**src/unused_note_placeholder.sv**
```systemverilog
// intentionally minimal: no content beyond a package-free marker
`timescale 1ns/1ps
`default_nettype none
`default_nettype wire

```
**src/tbdv_pkg.sv**
```systemverilog
// constants shared by the time base and divider output block
// Notes on behaviour
// - rate and enable in one write start
// - three-bit rate; low modes allow codes 0-1
// - interrupt on every falling edge of tap
// - divider chain is never reset by writes
// - enabled divider output drives 50% square wave
// - bit 7 enables divider output, read/write
// - two-bit divider output rate selects tap
// - control register resets to zero, fixed layout
// - high-frequency timebase taps 2^23 down to 2^9
// - low-frequency timebase taps 2^15 down to 2
package tbdv_pkg;

  localparam int unsigned TBDV_ADDR_W = 4;
  localparam int unsigned TBDV_CHAIN_W = 24;

  // register byte offsets
  localparam logic [3:0] TBDV_OFS_CTRL = 4'h0;
  localparam logic [3:0] TBDV_OFS_STATUS = 4'h4;
  localparam logic [3:0] TBDV_OFS_MASK = 4'h8;

  // control register layout
  localparam int unsigned TBDV_DIVOUT_EN_BIT = 7;
  localparam int unsigned TBDV_DIVOUT_RATE_LSB = 5;
  localparam int unsigned TBDV_SRC_SEL_BIT = 4;
  localparam int unsigned TBDV_TB_EN_BIT = 3;
  localparam int unsigned TBDV_TB_RATE_LSB = 0;
  localparam logic [7:0] TBDV_CTRL_RESET = 8'h00;

  // status and mask layout
  localparam int unsigned TBDV_TB_EVENT_BIT = 0;
  localparam logic [0:0] TBDV_STATUS_RESET = 1'h0;
  localparam logic [0:0] TBDV_MASK_RESET = 1'h0;

  // highest timebase code usable in the low-frequency modes
  localparam logic [2:0] TBDV_LOW_MODE_MAX_CODE = 3'h1;

  // chain bit index for a divide by 2^n is n-1
  localparam logic [4:0] TBDV_TB_HF_TAP [0:7] =
    '{5'h16, 5'h14, 5'h0f, 5'h0d, 5'h0c, 5'h0b, 5'h0a, 5'h08};
  localparam logic [4:0] TBDV_TB_LF_TAP [0:7] =
    '{5'h0e, 5'h0c, 5'h07, 5'h05, 5'h04, 5'h03, 5'h02, 5'h00};
  localparam logic [4:0] TBDV_DV_HF_TAP [0:3] = '{5'h0c, 5'h0b, 5'h0a, 5'h09};
  localparam logic [4:0] TBDV_DV_LF_TAP [0:3] = '{5'h04, 5'h03, 5'h02, 5'h01};

  // axi responses
  localparam logic [1:0] TBDV_RESP_OKAY = 2'h0;
  localparam logic [1:0] TBDV_RESP_SLVERR = 2'h2;

endpackage

```
**src/tbdv_top.sv**
```systemverilog
// time base interrupt and divider output with axi4-lite registers
`timescale 1ns/1ps
`default_nettype none
module tbdv_top
  import tbdv_pkg::*;
#(
  parameter int unsigned ADDR_W = TBDV_ADDR_W,
  parameter int unsigned CHAIN_W = TBDV_CHAIN_W
)
(
  // clock and reset
  input wire logic mclk,
  input wire logic resetn,
  // axi4-lite write address
  input wire logic [ADDR_W-1:0] awaddr,
  input wire logic awvalid,
  output logic awready,
  // axi4-lite write data
  input wire logic [31:0] wdata,
  input wire logic [3:0] wstrb,
  input wire logic wvalid,
  output logic wready,
  // axi4-lite write response
  output logic [1:0] bresp,
  output logic bvalid,
  input wire logic bready,
  // axi4-lite read address
  input wire logic [ADDR_W-1:0] araddr,
  input wire logic arvalid,
  output logic arready,
  // axi4-lite read data
  output logic [31:0] rdata,
  output logic [1:0] rresp,
  output logic rvalid,
  input wire logic rready,
  // clock source and operating mode
  input wire logic lowFreqClk,
  input wire logic lowFreqMode,
  // outputs
  output logic divoutPinN,
  output logic irq
);

  // tap decoding, shared by the timebase and the divider output
  function automatic logic pickTap(
    input logic [CHAIN_W-1:0] chain,
    input logic [4:0] idx
  );
    pickTap = chain[idx];
  endfunction

  function automatic logic isMapped(input logic [ADDR_W-1:0] addr);
    isMapped = (addr == TBDV_OFS_CTRL) || (addr == TBDV_OFS_STATUS) ||
               (addr == TBDV_OFS_MASK);
  endfunction

  // a write lands only on its own word and only with byte lane 0
  function automatic logic wrHit(
    input logic [ADDR_W-1:0] addr,
    input logic [ADDR_W-1:0] ofs,
    input logic strobe
  );
    wrHit = (addr == ofs) && strobe;
  endfunction

  // register state
  logic [7:0] ctrl_r;
  logic [7:0] ctrl_nxt;
  logic [0:0] status_r;
  logic [0:0] status_nxt;
  logic [0:0] mask_r;
  logic [0:0] mask_nxt;

  // write channel state
  logic awHeld_r;
  logic [ADDR_W-1:0] awAddr_r;
  logic wHeld_r;
  logic [31:0] wData_r;
  logic [3:0] wStrb_r;
  logic bvalid_r;
  logic [1:0] bresp_r;
  logic doWrite;

  // read channel state
  logic rvalid_r;
  logic [31:0] rdata_r;
  logic [1:0] rresp_r;
  logic readTaken;
  logic statusRead;

  // timebase and divider state
  logic [CHAIN_W-1:0] chainCount;
  logic lowSrc;
  logic divoutEnable;
  logic [1:0] divoutRateSelect;
  logic timebaseIrqEnable;
  logic [2:0] timebaseRateSelect;
  logic tbTap;
  logic dvTap;
  logic tbCodeOk;
  logic tbTapPrev_r;
  logic tbArmed_r;
  logic timebaseInterrupt;
  logic divoutPinN_r;
  logic irq_r;

  // control fields
  assign divoutEnable = ctrl_r[TBDV_DIVOUT_EN_BIT];
  assign divoutRateSelect = ctrl_r[TBDV_DIVOUT_RATE_LSB +: 2];
  assign timebaseIrqEnable = ctrl_r[TBDV_TB_EN_BIT];
  assign timebaseRateSelect = ctrl_r[TBDV_TB_RATE_LSB +: 3];

  // the low clock feeds the chain in low modes or when selected
  assign lowSrc = lowFreqMode | ctrl_r[TBDV_SRC_SEL_BIT];

  // one shared chain keeps the timebase and the divider output in phase
  tbdv_divider_chain #(
    .CHAIN_W(CHAIN_W)
  ) u_chain (
    .mclk(mclk),
    .resetn(resetn),
    .lowFreqClk(lowFreqClk),
    .lowSrc(lowSrc),
    .chainCount(chainCount)
  );

  // tap selection
  always_comb
  begin
    if (lowSrc)
      tbTap = pickTap(chainCount, TBDV_TB_LF_TAP[timebaseRateSelect]);
    else
      tbTap = pickTap(chainCount, TBDV_TB_HF_TAP[timebaseRateSelect]);
  end

  always_comb
  begin
    if (lowSrc)
      dvTap = pickTap(chainCount, TBDV_DV_LF_TAP[divoutRateSelect]);
    else
      dvTap = pickTap(chainCount, TBDV_DV_HF_TAP[divoutRateSelect]);
  end

  // fast codes have no tap in the low-frequency modes
  assign tbCodeOk = !lowFreqMode || (timebaseRateSelect <= TBDV_LOW_MODE_MAX_CODE);

  // armed only after one enabled cycle, so on arming the tap history
  // belongs to the rate written with the enable; a stale sample of
  // the old rate would otherwise fake an edge
  always_ff @(posedge mclk)
  begin
    if (!resetn)
      tbArmed_r <= 1'b0;
    else
      tbArmed_r <= timebaseIrqEnable;
  end

  // tap history runs always; its reset value matches a cleared chain
  always_ff @(posedge mclk)
  begin
    if (!resetn)
      tbTapPrev_r <= 1'b0;
    else
      tbTapPrev_r <= tbTap;
  end

  // one pulse per falling edge; the first may come early since
  // the chain keeps its phase across enables
  assign timebaseInterrupt = timebaseIrqEnable & tbArmed_r & tbCodeOk &
                             tbTapPrev_r & ~tbTap;

  // divider pin is active low and idles high while disabled
  always_ff @(posedge mclk)
  begin
    if (!resetn)
      divoutPinN_r <= 1'b1;
    else if (divoutEnable)
      divoutPinN_r <= ~dvTap;
    else
      divoutPinN_r <= 1'b1;
  end

  assign divoutPinN = divoutPinN_r;

  // axi write path: address and data are held independently
  // bvalid blocks both readies so a new write cannot pass its response
  assign awready = !awHeld_r && !bvalid_r;
  assign wready = !wHeld_r && !bvalid_r;
  assign doWrite = awHeld_r && wHeld_r && !bvalid_r;

  always_ff @(posedge mclk)
  begin
    if (!resetn)
    begin
      awHeld_r <= 1'b0;
      awAddr_r <= '0;
    end
    else if (awvalid && awready)
    begin
      awHeld_r <= 1'b1;
      awAddr_r <= awaddr;
    end
    else if (doWrite)
      awHeld_r <= 1'b0;
  end

  always_ff @(posedge mclk)
  begin
    if (!resetn)
    begin
      wHeld_r <= 1'b0;
      wData_r <= '0;
      wStrb_r <= '0;
    end
    else if (wvalid && wready)
    begin
      wHeld_r <= 1'b1;
      wData_r <= wdata;
      wStrb_r <= wstrb;
    end
    else if (doWrite)
      wHeld_r <= 1'b0;
  end

  always_ff @(posedge mclk)
  begin
    if (!resetn)
    begin
      bvalid_r <= 1'b0;
      bresp_r <= TBDV_RESP_OKAY;
    end
    else if (doWrite)
    begin
      bvalid_r <= 1'b1;
      bresp_r <= isMapped(awAddr_r) ? TBDV_RESP_OKAY : TBDV_RESP_SLVERR;
    end
    else if (bready)
      bvalid_r <= 1'b0;
  end

  assign bvalid = bvalid_r;
  assign bresp = bresp_r;

  // rate rules are left to software; a rate changed while enabled is taken as is
  // control register: whole byte taken in one write, so a rate and
  // its enable are never seen half-updated
  always_comb
  begin
    ctrl_nxt = ctrl_r;
    if (doWrite && wrHit(awAddr_r, TBDV_OFS_CTRL, wStrb_r[0]))
      ctrl_nxt = wData_r[7:0];
  end

  always_ff @(posedge mclk)
  begin
    if (!resetn)
      ctrl_r <= TBDV_CTRL_RESET;
    else
      ctrl_r <= ctrl_nxt;
  end

  always_comb
  begin
    mask_nxt = mask_r;
    if (doWrite && wrHit(awAddr_r, TBDV_OFS_MASK, wStrb_r[0]))
      mask_nxt = wData_r[TBDV_TB_EVENT_BIT +: 1];
  end

  always_ff @(posedge mclk)
  begin
    if (!resetn)
      mask_r <= TBDV_MASK_RESET;
    else
      mask_r <= mask_nxt;
  end

  // axi read path
  // data is captured at the address edge, so status gives its pre-clear value
  assign arready = !rvalid_r;
  assign readTaken = arvalid && arready;
  assign statusRead = readTaken && (araddr == TBDV_OFS_STATUS);

  always_ff @(posedge mclk)
  begin
    if (!resetn)
    begin
      rvalid_r <= 1'b0;
      rdata_r <= '0;
      rresp_r <= TBDV_RESP_OKAY;
    end
    else if (readTaken)
    begin
      rvalid_r <= 1'b1;
      rresp_r <= isMapped(araddr) ? TBDV_RESP_OKAY : TBDV_RESP_SLVERR;
      case (araddr)
        TBDV_OFS_CTRL: rdata_r <= {24'h000000, ctrl_r};
        TBDV_OFS_STATUS: rdata_r <= {31'h00000000, status_r};
        TBDV_OFS_MASK: rdata_r <= {31'h00000000, mask_r};
        default: rdata_r <= 32'h00000000;
      endcase
    end
    else if (rready)
      rvalid_r <= 1'b0;
  end

  assign rvalid = rvalid_r;
  assign rdata = rdata_r;
  assign rresp = rresp_r;

  // sticky event, cleared by reading; a new event beats the clear
  always_comb
  begin
    status_nxt = status_r;
    if (statusRead)
      status_nxt = 1'b0;
    if (timebaseInterrupt)
      status_nxt = 1'b1;
  end

  always_ff @(posedge mclk)
  begin
    if (!resetn)
      status_r <= TBDV_STATUS_RESET;
    else
      status_r <= status_nxt;
  end

  // registered so the line never glitches; costs one cycle
  always_ff @(posedge mclk)
  begin
    if (!resetn)
      irq_r <= 1'b0;
    else
      irq_r <= |(status_r & mask_r);
  end

  assign irq = irq_r;

endmodule
`default_nettype wire

```
**src/tbdv_divider_chain.sv**
```systemverilog
// free-running divider chain with low-frequency clock synchroniser
`timescale 1ns/1ps
`default_nettype none
module tbdv_divider_chain
  import tbdv_pkg::*;
#(
  parameter int unsigned CHAIN_W = TBDV_CHAIN_W
)
(
  // clock and reset
  input wire logic mclk,
  input wire logic resetn,
  // source
  input wire logic lowFreqClk,
  input wire logic lowSrc,
  // chain state
  output logic [CHAIN_W-1:0] chainCount
);

  logic lfSync1_r;
  logic lfSync2_r;
  logic lfSync3_r;
  logic lfTick;

  // low clock arrives from a pin, so two flops before use
  always_ff @(posedge mclk)
  begin
    if (!resetn)
    begin
      lfSync1_r <= 1'b0;
      lfSync2_r <= 1'b0;
      lfSync3_r <= 1'b0;
    end
    else
    begin
      lfSync1_r <= lowFreqClk;
      lfSync2_r <= lfSync1_r;
      lfSync3_r <= lfSync2_r;
    end
  end

  assign lfTick = lfSync2_r & ~lfSync3_r;

  // runs regardless of either enable; writes never clear it
  always_ff @(posedge mclk)
  begin
    if (!resetn)
      chainCount <= '0;
    else if (!lowSrc || lfTick)
      chainCount <= chainCount + 1'b1;
  end

endmodule
`default_nettype wire

```
**config.mk**
```make
export PLATFORM = sky130hd
export DESIGN_NAME = tbdv_top
export DESIGN_NICKNAME = d
export VERILOG_FILES = /design/src/unused_note_placeholder.sv /design/src/tbdv_pkg.sv /design/src/tbdv_top.sv /design/src/tbdv_divider_chain.sv
export SDC_FILE = /design/constraint.sdc
export NUM_CORES = 1
export LEC_CHECK = 0
export ABC_AREA = 1
export BUFFER_PORTS_ARGS = -buffer_cell sky130_fd_sc_hd__buf_2
export CORE_MARGIN = 1
export CORE_UTILIZATION = 53
export DETAILED_ROUTE_END_ITERATION = 8
export PLACE_DENSITY = 0.93
export SYNTH_ARGS = -nofsm -noshare
export SYNTH_HDL_FRONTEND = slang
export SYNTH_SLANG_ARGS = --single-unit
```
**constraint.sdc**
```tcl
create_clock -name mclk -period 1.9 [get_ports mclk]
set_input_delay 0.19 -clock mclk [delete_from_list [all_inputs] [get_ports mclk]]
set_output_delay 0.19 -clock mclk [all_outputs]
set_load 0.01 [all_outputs]
```
==> flow_summary.ini <==
[run_status]
status = completed

[detailed_routing]
avgViaCountPerCell = 5.21
drtIter0Drc = 295
wl_microns = 7800
wl_per_cell_microns = 12.4
drc_errors = 0
top_layer = met4
m1WireLength_microns = 3340
firstDrtPassIters = 5
ant_nets = 0
num_vias = 3279
wl_met2_microns = 3800
wl_met3_microns = 468

[worst_setup_path]
cp_slowest_cell = dfxtp_2
max_stage_delay_ns = 0.36
cp.buffers_inverters = 2
critPathLaunchType = flop
cp.arrival_ns = 2.01
worstSetupPathDepth = 13
crit_top_cell = nand2_1
crit_chain = inv_1 > ha_1 > nand2_1 > o21ai_2 > inv_1 > nand3_1 > nand2_1 > nand2_1 > nand3_1 > nand2_1 > nand2_1 > nand2_1 > nand2_1
r2r-end = status_r
worstPathRequired_ns = 2.15
critPathTopFamily = simple AND/OR/NAND/NOR gates
crit_path_max_fanout = 5
path_class = reg2reg
r2r_slack_ns = 0.13
r2r-start = ctrl_r[1]
end_kind = flop
reg2regPathDepth = 13

[finish]
area_growth_pct = 11.5
antenna_cells = 0
drive_gt1_share_pct = 15.9
fin_nets = 605
final_core_util_pct = 61.4

[worst_hold_path]
min_path_type = in2reg
hold_depth = 3
hold_start = lowFreqClk
hold_path_end = u_chain.lfSync1_r

[yosys]
avgSynthCellArea_sq_um = 7.04
yosys.area_share.adder_pct = 1.78
yosysSeqAreaShare_pct = 38.1
ys_seq_elements = 67
syn-instance-count = 500
ys_types = 37
yosysWarnings = 0
synth_area_sq_um = 3520
synthMuxAreaShare_pct = 0
ys.flop_type = dfxtp_1
synth_top_family_by_area = simple AND/OR/NAND/NOR gates
synth_xor_area_share_pct = 1.99
synth-async-reset-ratio_pct = 0
synth_edf_count = 0
synthSimpleGateAreaFrac_pct = 28.9
synth-compound-area-share_pct = 14.7

[placed_design]
dpl_worst_slack_ns = 0.0323
gp_congestion = 0.905
port_buffers = 42
dp_hpwl_microns = 5700

[timing]
fmax_ghz = 0.566
final.setup.tns_ns = 0
slew_viol_final = 0
clock_skew_ns = 0.0136
rsz0062_at_grt = false
fin_crit_ns = 1.77
hold_violations = 0
fin_ws_ns = 0.133
period_share_pct = 93.0
setup_viol = 0

[clock_network]
insertion_delay_ns = 0.36
cts_buffer_depth = 2
cts_tree = built
clk_pin_slew_ns = 0.08
cts.sinks = 67
cts_max_level = 3
cts_buffers = 9
root_buffer = clkbuf_8

[global_route]
antenna_found_initial = 0
grt_max_degree = 27
grt_overflow = 0
grt_pass1_vias = 3074
grt_pass1_wl_microns = 13500
grtUsageTotal_pct = 23.8

[die]
core_area_sq_um = 6390
die_x_microns = 83.5
die_y_microns = 83.5
rows = 29
dieArea_sq_um = 6970
start_util_pct = 55.1
ios = 96

[flow_run]
cap_viol_max_count = 0

[power_and_ir_drop]
total_power_mw = 2.96
vdd_drop_max_v = 0.000531
p_leak_nw = 1.63
power_density_nw_per_um2 = 755
through the flow:
stage | std cells | cell area (sq um) | hold WS (ns)
after global routing | 629 | 3920 | 0.0413
after CTS | 629 | 3920 | 0.0141
after global placement | 613 | 3720 | 0.373
after detailed placement | 613 | 3720 | 0.375
final | 629 | 3920 | 0.0199
after floorplan | 525 | 3610 | 0.288
registers in the layout, indices dropped and copies added, names as in the netlist, 4 cells and up:
signal              flops
ctrl_r                  8
rdata                   8
wData_r                 8
awAddr_r                4
u_chain.chainCount     23
Yosys cell counts (4+ instances only):
cell type | number | area (sq um)
xor2_1 | 5 | 43.8
inv_1 | 57 | 214
dfxtp_1 | 67 | 1340
nand3_1 | 44 | 220
o21ai_0 | 39 | 195
buf_4 | 27 | 203
clkbuf_1 | 9 | 33.8
ha_1 | 5 | 62.6
nand4_1 | 4 | 25.0
nor3_1 | 10 | 50.1
nor4_1 | 5 | 31.3
nand2_1 | 90 | 338
a21oi_1 | 42 | 210
nor2_1 | 53 | 199
nor3_2 | 4 | 40.0
a211oi_1 | 5 | 37.5
how the worst max path moves through the flow:
stage                     startpoint       end  slack, ns
final                      ctrl_r[1]  status_r       0.13
after global routing       ctrl_r[1]  status_r       0.01
after CTS                  ctrl_r[1]  status_r       0.01
after detailed placement   ctrl_r[1]  status_r       0.03
after global placement     ctrl_r[0]  status_r       0.15
after floorplan            ctrl_r[1]  status_r       0.32
routing by layer:
metal	track usage [%]	vias to the layer above
met5	0	-
met4	8.63	0
met3	6.43	22
met2	41.5	118
met1	27.9	1472
li1	-	1667
timing repair:
action / CTS / global route
setup endpoints to repair: 0 / 2
endpoints found under the hold margin: 0 / 0
hold buffers: 0 / 0
resized for setup: 0 / 3
buffers inserted: 0 / 0
power breakdown:
part / internal, mW / leakage, nW / switching, mW / total (mW)
Combinational: 0.101 / 0.981 / 0.199 / 0.300
Clock: 0.608 / 0.0966 / 0.563 / 1.17
Sequential: 1.46 / 0.548 / 0.0330 / 1.49
tightest hold or removal path, stage by stage:
cell and delay [ns]:
buf_2 0.07, nand2_1 0.04, inv_1 0.04
kinds of logic (layout without fill, tap and decap cells):
logic type,Yosys count,in the layout
DFF,67,67
buffers and inverters,103,130
and+or+nand+nor,221,221
AOI/OAI and AO/OA,95,95
other,1,26
xor gates and xnor gates,8,8
adders and majority gates,5,5
layout make-up:
cell class	instances	area, sq um
Tap cell	77	96.3
Clock buffer	10	128
Multi-Input combinational cell	355	1770
Fill cell	579	2460
Timing Repair Buffer	53	293
Inverter	61	229
Clock inverter	6	65.1
Sequential cell	67	1340
cell usage in the layout (no fill, tap or decap), types with 2 or more instances in the layout:
cell      synthesis  routed
nand3_1          44      44
clkinv_1          2       2
dfxtp_2           0       2
nor2_2            2       2
nor4_1            5       5
buf_2             3      42
clkbuf_8          0       9
nor2_1           53      53
xnor2_1           3       3
inv_1            57      57
nor3_1           10      10
o21ai_0          39      39
dfxtp_1          67      65
xor2_1            5       5
a21oi_1          42      42
nor2_4            2       2
nand4_1           4       4
clkinv_2          0       2
conb_1            1      26
nor3_2            4       4
o21a_1            2       2
buf_4            27      11
ha_1              5       5
inv_2             2       2
a211oi_1          5       5
nand3_4           2       2
nand2_1          90      90
nand2_2           2       2
Power figures use the tool's default switching activity.
